<file path="config.mk">
export PLATFORM = sky130hd
export DESIGN_NAME = mhs_top
export DESIGN_NICKNAME = d
export VERILOG_FILES = /design/src/mhs_pulse_gen.v /design/src/mhs_serial_slave.v /design/src/mhs_top.v
export VERILOG_INCLUDE_DIRS = /design/src
export SDC_FILE = /design/constraint.sdc
export NUM_CORES = 1
export LEC_CHECK = 0
export BUFFER_PORTS_ARGS = -buffer_cell sky130_fd_sc_hd__buf_2
export CORE_AREA = 2 2 144 146
export CTS_CLUSTER_SIZE = 25
export DETAILED_ROUTE_END_ITERATION = 16
export DIE_AREA = 0 0 146 148
export PLACE_DENSITY = 0.75
export SLEW_MARGIN = 0
export SYNTH_ARGS = -nofsm -noshare
export SYNTH_HDL_FRONTEND = slang
export SYNTH_SLANG_ARGS = --single-unit
</file>
<file path="constraint.sdc">
create_clock -name i_mclk -period 7.4 [get_ports i_mclk]
set_input_delay 1.85 -clock i_mclk [delete_from_list [all_inputs] [get_ports i_mclk]]
set_output_delay 1.85 -clock i_mclk [all_outputs]
set_load 0.01 [all_outputs]
</file>
<file path="src/mhs_defs.vh">
// constants for the meter host serial pin block
`ifndef MHS_DEFS_VH
`define MHS_DEFS_VH
`define MHS_ADDR_W        8'd6
`define MHS_REG_MODE      6'h00
`define MHS_REG_NUM       6'h01
`define MHS_REG_DEN       6'h02
`define MHS_REG_STATUS    6'h03
`define MHS_REG_MASK      6'h04
`define MHS_REG_ENERGY_A  6'h05
`define MHS_REG_ENERGY_S  6'h06
`define MHS_REG_WAVE      6'h07
`define MHS_APB_MODE      12'h000
`define MHS_APB_NUM       12'h004
`define MHS_APB_DEN       12'h008
`define MHS_APB_STATUS    12'h00c
`define MHS_APB_MASK      12'h010
`define MHS_MODE_SRC_BIT  0
`define MHS_ST_AEHF_BIT   0
`define MHS_ST_VAEHF_BIT  1
`define MHS_ST_WAVE_BIT   2
`define MHS_NUM_RST       16'h0000
`define MHS_DEN_RST       16'h003f
`define MHS_MODE_RST      8'h00
`define MHS_MASK_RST      8'h00
`define MHS_CLK_HZ        20000000
`define MHS_WAVE_SPS      26000
`define MHS_WAVE_CYC      (`MHS_CLK_HZ / `MHS_WAVE_SPS)
`define MHS_PULSE_W       16'd8
`endif

</file>
<file path="src/mhs_pulse_gen.v">
// scaled frequency pulse generator for the secondary calibration output
`timescale 1ns/1ns
`include "mhs_defs.vh"
module mhs_pulse_gen #(
	parameter W = 16
) (
	input  wire         i_mclk,
	input  wire         i_resetn,
	input  wire         i_tick,
	input  wire [W-1:0] i_num,
	input  wire [W-1:0] i_den,
	output reg          o_pulse
);
	reg [W:0]   acc;
	reg [W-1:0] width_cnt;
	wire [W:0]  sum = acc + {1'b0, i_num} + 1'b1;

	// accumulate numerator+1, fire when past denominator, then subtract denominator+1
	always @(posedge i_mclk or negedge i_resetn) begin
		if (!i_resetn) begin
			acc       <= {(W+1){1'b0}};
			width_cnt <= {W{1'b0}};
			o_pulse   <= 1'b0;
		end else begin
			if (i_tick && (sum > {1'b0, i_den})) begin
				acc       <= sum - {1'b0, i_den} - 1'b1;
				width_cnt <= `MHS_PULSE_W;
			end else begin
				if (i_tick) begin
					acc <= sum;
				end
				// width keeps counting while ticks that do not fire arrive
				if (width_cnt != {W{1'b0}}) begin
					width_cnt <= width_cnt - 1'b1;
				end
			end
			o_pulse <= (width_cnt != {W{1'b0}});
		end
	end
endmodule // mhs_pulse_gen

</file>
<file path="src/mhs_serial_slave.v">
// four-wire serial slave, pins sampled on the master clock
`timescale 1ns/1ns
`include "mhs_defs.vh"
module mhs_serial_slave (
	input  wire        i_mclk,
	input  wire        i_resetn,
	input  wire        i_cs_n,
	input  wire        i_sclk,
	input  wire        i_din,
	input  wire [15:0] i_rdata,
	output reg         o_dout,
	output reg         o_dout_oe_n,
	output reg  [5:0]  o_addr,
	output reg         o_wr,
	output reg  [15:0] o_wdata,
	output reg         o_rd
);
	reg        sclk_q;
	reg [4:0]  bit_cnt;
	reg [7:0]  cmd;
	reg [15:0] shift;
	reg        reading;
	wire       fall = sclk_q & ~i_sclk;
	wire       rise = ~sclk_q & i_sclk;

	// frame: 8 command bits (msb=write, low 6 = address), then 16 data bits
	always @(posedge i_mclk or negedge i_resetn) begin
		if (!i_resetn) begin
			sclk_q      <= 1'b0;
			bit_cnt     <= 5'h00;
			cmd         <= 8'h00;
			shift       <= 16'h0000;
			reading     <= 1'b0;
			o_dout      <= 1'b0;
			o_dout_oe_n <= 1'b1;
			o_addr      <= 6'h00;
			o_wr        <= 1'b0;
			o_wdata     <= 16'h0000;
			o_rd        <= 1'b0;
		end else begin
			sclk_q <= i_sclk;
			o_wr   <= 1'b0;
			o_rd   <= 1'b0;
			if (i_cs_n) begin
				bit_cnt     <= 5'h00;
				reading     <= 1'b0;
				o_dout_oe_n <= 1'b1;
			end else if (fall) begin
				bit_cnt <= bit_cnt + 5'h01;
				if (bit_cnt < 5'd8) begin
					cmd <= {cmd[6:0], i_din};
					if (bit_cnt == 5'd7) begin
						o_addr  <= {cmd[4:0], i_din};
						reading <= ~cmd[6];
						o_rd    <= ~cmd[6];
					end
				end else if (bit_cnt < 5'd24) begin
					shift <= {shift[14:0], i_din};
					if (bit_cnt == 5'd23) begin
						o_wr    <= ~reading;
						o_wdata <= {shift[14:0], i_din};
					end
				end
				if (reading && bit_cnt == 5'd8) begin
					shift <= {i_rdata[14:0], 1'b0};
				end
			end else if (rise && reading && bit_cnt >= 5'd8 && bit_cnt < 5'd24) begin
				o_dout_oe_n <= 1'b0;
				o_dout      <= (bit_cnt == 5'd8) ? i_rdata[15] : shift[15];
			end else if (rise && bit_cnt >= 5'd24) begin
				o_dout_oe_n <= 1'b1;
			end
		end
	end
endmodule // mhs_serial_slave

</file>
<file path="src/mhs_top.v">
// meter host pins: serial slave, interrupt line, secondary pulse output
`timescale 1ns/1ns
`include "mhs_defs.vh"
module mhs_top (
	input  wire        i_mclk,
	input  wire        i_resetn,
	input  wire        i_psel,
	input  wire        i_penable,
	input  wire        i_pwrite,
	input  wire [11:0] i_paddr,
	input  wire [31:0] i_pwdata,
	output reg  [31:0] o_prdata,
	output reg         o_pready,
	output reg         o_pslverr,
	input  wire        i_cs_n,
	input  wire        i_sclk,
	input  wire        i_din,
	output wire        o_dout,
	output wire        o_dout_oe_n,
	input  wire        i_reactive_tick,
	input  wire        i_apparent_tick,
	input  wire        i_active_half,
	input  wire        i_apparent_half,
	output reg         o_irq_out,
	output reg         o_irq_oe_n,
	output reg         o_reactive_pulse_out
);
	reg  [7:0]  waveform_mode_reg;
	reg  [15:0] pulse_scale_numerator;
	reg  [15:0] pulse_scale_denominator;
	reg  [7:0]  status;
	reg  [7:0]  mask;
	reg  [15:0] wave_cnt;
	reg  [15:0] wave_sample;
	reg  [15:0] ser_rdata;
	wire [5:0]  ser_addr;
	wire        ser_wr;
	wire [15:0] ser_wdata;
	wire        pulse;
	wire        wave_evt = (wave_cnt == (`MHS_WAVE_CYC - 1));
	wire        apb_wr = i_psel & i_penable & i_pwrite;
	wire        apb_rd = i_psel & ~i_penable & ~i_pwrite;
	wire        src_apparent = waveform_mode_reg[`MHS_MODE_SRC_BIT];
	wire        sel_tick = src_apparent ? i_apparent_tick : i_reactive_tick;
	wire [7:0]  evt;
	wire [7:0]  clr;

	// decode of a mapped apb byte address
	function apb_hit;
		input [11:0] a;
		begin
			apb_hit = (a == `MHS_APB_MODE) || (a == `MHS_APB_NUM) || (a == `MHS_APB_DEN) ||
				(a == `MHS_APB_STATUS) || (a == `MHS_APB_MASK);
		end
	endfunction

	// hardware events feeding the sticky status
	assign evt = {5'h00, wave_evt, i_apparent_half, i_active_half};
	assign clr = (apb_wr && i_paddr == `MHS_APB_STATUS) ? i_pwdata[7:0] :
		(ser_wr && ser_addr == `MHS_REG_STATUS) ? ser_wdata[7:0] : 8'h00;

	// waveform sample rate divider, 26 ksps
	always @(posedge i_mclk or negedge i_resetn) begin
		if (!i_resetn) begin
			wave_cnt    <= 16'h0000;
			wave_sample <= 16'h0000;
		end else if (wave_evt) begin
			wave_cnt    <= 16'h0000;
			wave_sample <= wave_sample + 16'h0001;
		end else begin
			wave_cnt <= wave_cnt + 16'h0001;
		end
	end

	// registers written from apb or serial port; set wins over clear
	always @(posedge i_mclk or negedge i_resetn) begin
		if (!i_resetn) begin
			waveform_mode_reg       <= `MHS_MODE_RST;
			pulse_scale_numerator   <= `MHS_NUM_RST;
			pulse_scale_denominator <= `MHS_DEN_RST;
			mask                    <= `MHS_MASK_RST;
			status                  <= 8'h00;
		end else begin
			status <= (status & ~clr) | evt;
			if (apb_wr) begin
				case (i_paddr)
				`MHS_APB_MODE: waveform_mode_reg <= i_pwdata[7:0];
				`MHS_APB_NUM:  pulse_scale_numerator <= i_pwdata[15:0];
				`MHS_APB_DEN:  pulse_scale_denominator <= i_pwdata[15:0];
				`MHS_APB_MASK: mask <= i_pwdata[7:0];
				default: ;
				endcase
			end else if (ser_wr) begin
				case (ser_addr)
				`MHS_REG_MODE: waveform_mode_reg <= ser_wdata[7:0];
				`MHS_REG_NUM:  pulse_scale_numerator <= ser_wdata;
				`MHS_REG_DEN:  pulse_scale_denominator <= ser_wdata;
				`MHS_REG_MASK: mask <= ser_wdata[7:0];
				default: ;
				endcase
			end
		end
	end

	// serial read data mux
	always @* begin
		case (ser_addr)
		`MHS_REG_MODE:     ser_rdata = {8'h00, waveform_mode_reg};
		`MHS_REG_NUM:      ser_rdata = pulse_scale_numerator;
		`MHS_REG_DEN:      ser_rdata = pulse_scale_denominator;
		`MHS_REG_STATUS:   ser_rdata = {8'h00, status};
		`MHS_REG_MASK:     ser_rdata = {8'h00, mask};
		`MHS_REG_WAVE:     ser_rdata = wave_sample;
		default:           ser_rdata = 16'h0000;
		endcase
	end

	// apb slave: one wait-free access phase, read data set in setup
	always @(posedge i_mclk or negedge i_resetn) begin
		if (!i_resetn) begin
			o_prdata  <= 32'h0000_0000;
			o_pready  <= 1'b0;
			o_pslverr <= 1'b0;
		end else begin
			o_pready  <= i_psel & ~i_penable;
			o_pslverr <= i_psel & ~i_penable & ~apb_hit(i_paddr);
			if (apb_rd) begin
				case (i_paddr)
				`MHS_APB_MODE:   o_prdata <= {24'h000000, waveform_mode_reg};
				`MHS_APB_NUM:    o_prdata <= {16'h0000, pulse_scale_numerator};
				`MHS_APB_DEN:    o_prdata <= {16'h0000, pulse_scale_denominator};
				`MHS_APB_STATUS: o_prdata <= {24'h000000, status};
				`MHS_APB_MASK:   o_prdata <= {24'h000000, mask};
				default:         o_prdata <= 32'h0000_0000;
				endcase
			end else if (i_psel & ~i_penable) begin
				o_prdata <= 32'h0000_0000; // writes read back zero
			end
		end
	end

	// open-drain interrupt: pull low only while an unmasked bit is set
	always @(posedge i_mclk or negedge i_resetn) begin
		if (!i_resetn) begin
			o_irq_out  <= 1'b0;
			o_irq_oe_n <= 1'b1;
		end else begin
			o_irq_out  <= 1'b0;
			o_irq_oe_n <= ~|(status & mask);
		end
	end

	// registered pulse output
	always @(posedge i_mclk or negedge i_resetn) begin
		if (!i_resetn) begin
			o_reactive_pulse_out <= 1'b0;
		end else begin
			o_reactive_pulse_out <= pulse;
		end
	end

	mhs_pulse_gen #(
		.W(16)
	) u_pulse (
		.i_mclk  (i_mclk),
		.i_resetn(i_resetn),
		.i_tick  (sel_tick),
		.i_num   (pulse_scale_numerator),
		.i_den   (pulse_scale_denominator),
		.o_pulse (pulse)
	);

	mhs_serial_slave u_ser (
		.i_mclk     (i_mclk),
		.i_resetn   (i_resetn),
		.i_cs_n     (i_cs_n),
		.i_sclk     (i_sclk),
		.i_din      (i_din),
		.i_rdata    (ser_rdata),
		.o_dout     (o_dout),
		.o_dout_oe_n(o_dout_oe_n),
		.o_addr     (ser_addr),
		.o_wr       (ser_wr),
		.o_wdata    (ser_wdata),
		.o_rd       ()
	);
endmodule // mhs_top

</file>
==> flow_metrics.env, run 1 <==
export IMPL_first_pass_iters=5
export IMPL_worst_path_buf_inv=1
export IMPL_nets=1275
export IMPL_hold_buffers=0
export IMPL_drive_gt1_frac=0.135
export IMPL_cts_sinks=197
export IMPL_dp_cells=1425
export IMPL_drt_initial_drc_count=652
export IMPL_pwr_share_clk=0.284
export IMPL_grt_max_degree=86
export IMPL_p_sw_frac=0.365
export IMPL_clkTransAtPathRegs_ns=0.08
export IMPL_num_fill_cells=1759
export IMPL_critPathLaunchType="flop"
export IMPL_total_switching_power_mw=1.26
export IMPL_die_w_um=146
export IMPL_tns_ns=0
export IMPL_start_util=0.542
export IMPL_synth_avg_cell_area_um2=9.63
export IMPL_ys_types=75
export IMPL_ant_nets=0
export IMPL_critPathTopFamily="compound AO/OA/AOI/OAI gates"
export IMPL_drv_cap=0
export IMPL_vias=8662
export IMPL_path_max_fanout=7
export IMPL_synth_area_leader_cell="dfrtp_1"
export IMPL_cts_tree="done"
export IMPL_numPortBuffers=61
export IMPL_skew_ns=0.0167
export IMPL_avgViaCountPerCell=5.95
export IMPL_grt_use_total=0.242
export IMPL_final_hold_violation_count=0
export IMPL_htree_levels=4
export IMPL_routed_wl_mm=25.4
export IMPL_critPathMaxStageDelay_ns=0.76
export IMPL_p_leak_nw=5.31
export IMPL_dieArea_um2=21600
export IMPL_fin_ws_ns=2.55
export IMPL_synth_top_cell_area_share=0.435
export IMPL_critical_path_class="reg2reg"
export IMPL_synth_common_cells="189 x dfrtp_1, 125 x nor2_1, 113 x a21oi_1"
export IMPL_required_ns=7.67
export IMPL_async_flop_share=1.00
export IMPL_dp_final_hpwl_mm=18.6
export IMPL_hold_ws_ns=0.359
export IMPL_cts_buffers=17
export IMPL_clk_latency_ns=0.44
export IMPL_clock_fmax_mhz=206
export IMPL_synth_seq_area_share=0.455
export IMPL_largest_reg_flops=17
export IMPL_grt_pass1_vias=8496
export IMPL_cellPowerDensity_nw_per_um2=290
export IMPL_ys_flop_type="dfrtp_1"
export IMPL_rows=52
export IMPL_clockBufferDepth=2
export IMPL_vdd_drop_max_mv=0.180
export IMPL_setup_violations=0
export IMPL_post_place_ws_ns=2.66
export IMPL_p_seq_frac=0.366
export IMPL_synth_edf_count=0
export IMPL_grt_antenna_before_repair=0
export IMPL_diodes=0
export IMPL_core_um2=20000
export IMPL_clockRootBuffer="clkbuf_16"
export IMPL_regMostFlops="u_pulse.acc"
export IMPL_worstMarginPinSlew_ns=1.28
export IMPL_syn_inst=1128
export IMPL_crit_path_end_kind="flop"
export IMPL_grt_pass1_wl_mm=42.4
export IMPL_postCtsSetupBuffers=0
export IMPL_rsz0062_at_grt="false"
export IMPL_drc=0
export IMPL_outcome="finished clean"
export IMPL_yosysWarnings=0
export IMPL_min_path_type="reg2reg"
export IMPL_relSlewSlack=0.147
export IMPL_cp_cell_sequence="inv_1, ha_1, fa_1, nor2b_1, o31ai_1, a211oi_2, nor2_1, a311oi_1, ha_1, a21o_1, a221o_1, a22o_1, o21ai_0, o211ai_1"
export IMPL_cts_repair_resized=0
export IMPL_cp_slowest_cell="o21ai_0"
export IMPL_wl_per_cell_um=17.5
export IMPL_crit_arrival_ns=5.12
export IMPL_gr_total_overflow=0
export IMPL_path_common_cell="ha_1"
export IMPL_comb_power_share=0.350
export IMPL_syn_cell_area_um2=10900
export IMPL_ioPinCount=95
export IMPL_synth_seq_cells=197
export IMPL_p_int_mw=2.20
export IMPL_gp_congestion=0.892
export IMPL_yosysMostFrequentCell="dfrtp_1"
export IMPL_layout_area_overhead_vs_synth_pct=10.0
export IMPL_final_util=0.597
export IMPL_finalMaxSlewViolations=0
export IMPL_synthTopCellsByArea="dfrtp_1 44%, a21oi_1 5.2%, ha_1 5.0%"
export IMPL_finalCriticalPeriod_ns=4.85
export IMPL_die_y_um=148
export IMPL_fin_cells=1457
export IMPL_period_share=0.656
[placed cells by master (no fill, tap or decap), types with 4 or more instances in the layout]
cell | synthesis | routed
dfrtp_1 | 189 | 189
nor2_1 | 125 | 125
a21oi_1 | 113 | 113
nand2_1 | 93 | 93
buf_2 | 6 | 60
o21ai_0 | 46 | 46
xnor2_1 | 45 | 45
a22oi_1 | 45 | 45
ha_1 | 43 | 43
inv_1 | 40 | 40
mux2_2 | 31 | 31
nand3_1 | 30 | 30
mux2i_1 | 22 | 22
xor2_1 | 22 | 22
nor3_1 | 19 | 19
a21o_1 | 18 | 18
conb_1 | 1 | 17
clkbuf_16 | 0 | 17
a222oi_1 | 16 | 16
and3_1 | 14 | 14
nand4_1 | 14 | 14
a31oi_1 | 10 | 10
nor2b_1 | 8 | 8
or3_1 | 8 | 8
o21ai_1 | 8 | 8
nor4_1 | 8 | 8
dfstp_2 | 8 | 8
o211ai_1 | 7 | 7
nand2b_1 | 6 | 6
buf_4 | 17 | 6
o21a_1 | 5 | 5
and2_1 | 5 | 5
a21boi_0 | 5 | 5
inv_6 | 0 | 5
and4_1 | 4 | 4
a211oi_1 | 4 | 4
[metal layers]
| layer | share of wire | wire length (um) | up-vias | global-route usage |
|---|---|---|---|---|
| li1 | - | - | 4146 | - |
| met3 | 0.055 | 1390 | 54 | 0.0454 |
| met1 | 0.44 | 11300 | 4164 | 0.325 |
| met4 | 0.028 | 724 | 0 | 0.0864 |
| met5 | 0 | 0 | - | 0 |
| met2 | 0.47 | 12100 | 298 | 0.394 |
[worst paths after layout]
path	startpoint	to	slack [ns]	depth (start not counted)
setup / recovery	pulse_scale_numerator[0]	u_pulse.acc[11]	2.55	14
hold / removal	u_pulse.o_pulse	o_reactive_pulse_out	0.36	0
setup reg to reg	pulse_scale_numerator[0]	u_pulse.acc[11]	2.55	14
hold reg to reg	u_pulse.o_pulse	o_reactive_pulse_out	0.36	0
max in group asynchronous	i_resetn	u_ser.shift[9]	4.77	2
min in group asynchronous	i_resetn	u_pulse.width_cnt[10]	1.42	1
[stage by stage]
step	power [mW]	cell area (um^2)
6_report	3.47	12000
5_1_grt	3.68	12000
4_1_cts	3.47	12000
3_5_place_dp	2.48	11300
3_3_place_gp	2.45	11300
2_1_floorplan	2.25	10900
[power groups by stage]
| stage | registers [mW] | clock network (mW) | logic (mW) |
|---|---|---|---|
| 2_1_floorplan | 1.27 | 0 | 0.979 |
| 5_1_grt | 1.28 | 1.04 | 1.35 |
| 6_report | 1.27 | 0.982 | 1.21 |
| 4_1_cts | 1.27 | 0.997 | 1.21 |
| 3_3_place_gp | 1.28 | 0 | 1.17 |
| 3_5_place_dp | 1.29 | 0 | 1.19 |
[kinds of logic (layout without fill, tap and decap cells)]
family,count (synthesis),count (layout),synth area share
other,1,17,0.000345
buffers and inverters,96,139,0.0419
muxes,54,54,0.0534
AOI/OAI and AO/OA,311,311,0.185
adders and majority gates,45,45,0.0532
xor gates and xnor gates,67,67,0.0540
and+or+nand+nor,357,357,0.158
DFF,197,197,0.455
[area by class of cell]
cell class / count / area (um^2) / area share
clock buffer: 17 / 425 / 0.0356
clock inverter: 15 / 205 / 0.0172
inverter: 40 / 150 / 0.0126
multi-input combinational: 851 / 5540 / 0.463
sequential: 197 / 4940 / 0.413
tap: 270 / 338 / 0.0283
timing repair buffer: 67 / 359 / 0.0300
(Power assumes the default switching activity.)
==> run 2: changes to the inputs <==
--- a/config.mk
+++ b/config.mk
@@ -6,11 +6,12 @@
 export SDC_FILE = /design/constraint.sdc
 export NUM_CORES = 1
 export LEC_CHECK = 0
+export ABC_AREA = 1
 export BUFFER_PORTS_ARGS = -buffer_cell sky130_fd_sc_hd__buf_2
-export CORE_AREA = 2 2 144 146
+export CORE_AREA = 2 2 147 149
 export CTS_CLUSTER_SIZE = 25
 export DETAILED_ROUTE_END_ITERATION = 16
-export DIE_AREA = 0 0 146 148
+export DIE_AREA = 0 0 149 151
 export PLACE_DENSITY = 0.75
 export SLEW_MARGIN = 0
 export SYNTH_ARGS = -nofsm -noshare
==> constraint.sdc (replaced) <==
create_clock -name i_mclk -period 4.5 [get_ports i_mclk]
set_input_delay 1.125 -clock i_mclk [delete_from_list [all_inputs] [get_ports i_mclk]]
set_output_delay 1.125 -clock i_mclk [all_outputs]
set_load 0.01 [all_outputs]
==> flow_metrics.env, run 2 <==
export IMPL_clockBufferDepth=2
export IMPL_tns_ns=0
export IMPL_pwr_share_clk=0.264
export IMPL_num_fill_cells=1847
export IMPL_clkTransAtPathRegs_ns=0.08
export IMPL_rsz0062_at_grt="false"
export IMPL_setup_violations=0
export IMPL_synthTopCellsByArea="dfrtp_1 42%, nand2_1 9.8%, inv_1 7.1%"
export IMPL_avgViaCountPerCell=5.47
export IMPL_critPathLaunchType="flop"
export IMPL_synth_area_leader_cell="dfrtp_1"
export IMPL_largest_reg_flops=17
export IMPL_grt_pass1_vias=9355
export IMPL_wl_per_cell_um=16.1
export IMPL_synth_avg_cell_area_um2=8.01
export IMPL_outcome="finished clean"
export IMPL_clock_fmax_mhz=244
export IMPL_ys_types=57
export IMPL_cp_cell_sequence="inv_1, ha_1, fa_1, inv_1, nand3_1, nand2_2, a21oi_4, o21ai_4, a21oi_1, xor2_1, inv_1, ha_1, nand2_1, nor3_1, nand4_1, nor3_1, nand3_1, nand2_4, nand2_4, nand2_1, nand3_1, nand2_1, inv_1"
export IMPL_layout_common_cells="298 x nand2_1, 217 x inv_1, 189 x dfrtp_1"
export IMPL_min_to="o_reactive_pulse_out"
export IMPL_crit_arrival_ns=4.44
export IMPL_p_sw_frac=0.403
export IMPL_rows=53
export IMPL_crit_path_end_kind="flop"
export IMPL_r2r_end="u_pulse.acc[11]"
export IMPL_regMostFlops="u_pulse.acc"
export IMPL_p_leak_nw=6.35
export IMPL_async_flop_share=1.00
export IMPL_grt_pass1_wl_mm=46.9
export IMPL_syn_cell_area_um2=11400
export IMPL_p_seq_frac=0.347
export IMPL_worstHoldStart="u_pulse.o_pulse"
export IMPL_worstMarginPinSlew_ns=0.829
export IMPL_min_path_type="reg2reg"
export IMPL_final_common_cell="nand2_1"
export IMPL_placed_area_um2=11900
export IMPL_yosysMostFrequentCell="nand2_1"
export IMPL_postCtsSetupBuffers=0
export IMPL_path_max_fanout=19
export IMPL_nets=1577
export IMPL_critPathTopFamily="simple AND/OR/NAND/NOR gates"
export IMPL_cts_repair_resized=0
export IMPL_vdd_drop_max_mv=0.266
export IMPL_numPortBuffers=61
export IMPL_first_pass_iters=5
export IMPL_drt_initial_drc_count=837
export IMPL_drv_cap=0
export IMPL_syn_inst=1422
export IMPL_hold_buffers=0
export IMPL_layout_area_overhead_vs_synth_pct=9.67
export IMPL_core_um2=20800
export IMPL_diodes=0
export IMPL_total_switching_power_mw=2.37
export IMPL_gr_total_overflow=0
export IMPL_finalCriticalPeriod_ns=4.11
export IMPL_r2r_slack_ns=0.39
export IMPL_vias=9655
export IMPL_clk_latency_ns=0.45
export IMPL_cts_tree="done"
export IMPL_drc=0
export IMPL_synth_top_cell_area_share=0.415
export IMPL_die_w_um=149
export IMPL_cp_slowest_cell="fa_1"
export IMPL_cellPowerDensity_nw_per_um2=471
export IMPL_required_ns=4.84
export IMPL_comb_power_share=0.389
export IMPL_whs_path_depth=0
export IMPL_routed_wl_mm=28.4
export IMPL_synth_common_cells="298 x nand2_1, 217 x inv_1, 189 x dfrtp_1"
export IMPL_ioPinCount=95
export IMPL_finalMaxSlewViolations=0
export IMPL_clockRootBuffer="clkbuf_16"
export IMPL_critical_path_class="reg2reg"
export IMPL_ys_flop_type="dfrtp_1"
export IMPL_synth_edf_count=0
export IMPL_dp_final_hpwl_mm=21.5
export IMPL_relSlewSlack=0.433
export IMPL_timing_rr_start="pulse_scale_numerator[0]"
export IMPL_die_y_um=151
export IMPL_ant_nets=0
export IMPL_path_common_cell="inv_1"
export IMPL_synth_seq_cells=197
export IMPL_yosysWarnings=0
export IMPL_reg2reg_depth=23
export IMPL_worst_path_buf_inv=4
export IMPL_drive_gt1_frac=0.109
export IMPL_period_share=0.912
export IMPL_gp_congestion=0.928
export IMPL_final_hold_violation_count=0
export IMPL_dieArea_um2=22500
export IMPL_p_int_mw=3.52
export IMPL_htree_levels=4
export IMPL_start_util=0.547
export IMPL_grt_use_total=0.264
export IMPL_critPathMaxStageDelay_ns=0.41
export IMPL_grt_max_degree=78
export IMPL_cts_buffers=17
export IMPL_skew_ns=0.0181
export IMPL_final_area_um2=12500
export IMPL_cts_sinks=197
export IMPL_grt_antenna_before_repair=0
export IMPL_synth_seq_area_share=0.434
-- run 2: cell count changes after synthesis, moves of 36 or more --
cell | previous run | this run
xnor2_1 | 45 | 9
o21ai_0 | 46 | 129
inv_1 | 40 | 217
nand2_1 | 93 | 298
o22ai_1 | 0 | 55
a22oi_1 | 45 | 0
a21oi_1 | 113 | 39
nand3_1 | 30 | 72
-- run 2: how the worst max path moves through the flow --
stage / from / to / slack [ns] / depth (start not counted)
6_report: pulse_scale_numerator[0] / u_pulse.acc[11] / 0.39 / 23
4_1_cts: pulse_scale_numerator[0] / u_pulse.acc[11] / 0.41 / 23
2_1_floorplan: pulse_scale_numerator[0] / u_pulse.acc[13] / 1.17 / 24
5_1_grt: pulse_scale_numerator[0] / u_pulse.acc[10] / 0.07 / 23
3_5_place_dp: pulse_scale_numerator[0] / u_pulse.acc[10] / 0.46 / 23
3_3_place_gp: pulse_scale_numerator[0] / u_pulse.acc[11] / 0.50 / 23
-- run 2: power groups by stage --
stage	Clock (mW)	Combinational (mW)	Sequential [mW]
floorplan	0	1.86	2.05
global placement	0	2.21	2.07
detailed placement	0	2.25	2.08
CTS	1.58	2.27	2.05
global route	1.65	2.60	2.07
finish	1.55	2.29	2.05
-- run 2: stage by stage --
stage / hold slack (ns) / std cells / util / power [mW] / setup slack, ns
finish: 0.344 / 1764 / 0.600 / 5.89 / 0.394
global placement: 0.337 / 1732 / 0.571 / 4.28 / 0.501
floorplan: 0.331 / 1438 / - / 3.91 / 1.17
CTS: 0.344 / 1764 / 0.600 / 5.90 / 0.411
global route: 0.359 / 1764 / 0.600 / 6.32 / 0.0700
detailed placement: 0.335 / 1732 / 0.571 / 4.32 / 0.460
-- run 2: metal layers --
| layer | routed length (um) | up-vias | part of all wire | track usage |
|---|---|---|---|---|
| li1 | - | 4748 | - | - |
| met5 | 0 | - | 0 | 0 |
| met2 | 12900 | 317 | 0.45 | 0.422 |
| met3 | 1950 | 41 | 0.069 | 0.0521 |
| met4 | 488 | 0 | 0.017 | 0.0724 |
| met1 | 13100 | 4549 | 0.46 | 0.370 |
-- run 2: final cells by class --
class | instances | area (um^2) | share of cell area
multi-input cells | 967 | 5380 | 0.430
flip-flops and latches | 197 | 4940 | 0.395
inverters | 222 | 833 | 0.0667
clock buffers | 17 | 425 | 0.0340
repair buffers | 71 | 402 | 0.0321
well taps | 275 | 344 | 0.0275
clock inverters | 15 | 176 | 0.0141
-- run 2: worst register-to-register path: stages, from the launching register on --
cell     delay [ns]
dfrtp_1        0.38
inv_1          0.09
ha_1           0.24
fa_1           0.41
inv_1          0.07
nand3_1        0.08
nand2_2        0.12
a21oi_4        0.09
o21ai_4        0.21
a21oi_1        0.11
xor2_1         0.20
inv_1          0.06
ha_1           0.34
nand2_1        0.11
nor3_1         0.22
nand4_1        0.18
nor3_1         0.17
nand3_1        0.14
nand2_4        0.25
nand2_4        0.20
nand2_1        0.12
nand3_1        0.09
nand2_1        0.08
inv_1          0.04
-- run 2: kinds of logic (layout without fill, tap and decap cells) --
logic type / after synthesis / after routing / share of synthesized area
buf+inv: 274 / 325 / 0.100
compound gates: 287 / 287 / 0.150
mux: 7 / 7 / 0.00681
flops: 197 / 197 / 0.434
simple gates: 554 / 554 / 0.214
other cells: 1 / 17 / 0.000329
xor+xnor: 57 / 57 / 0.0438
fa+ha+maj: 45 / 45 / 0.0507
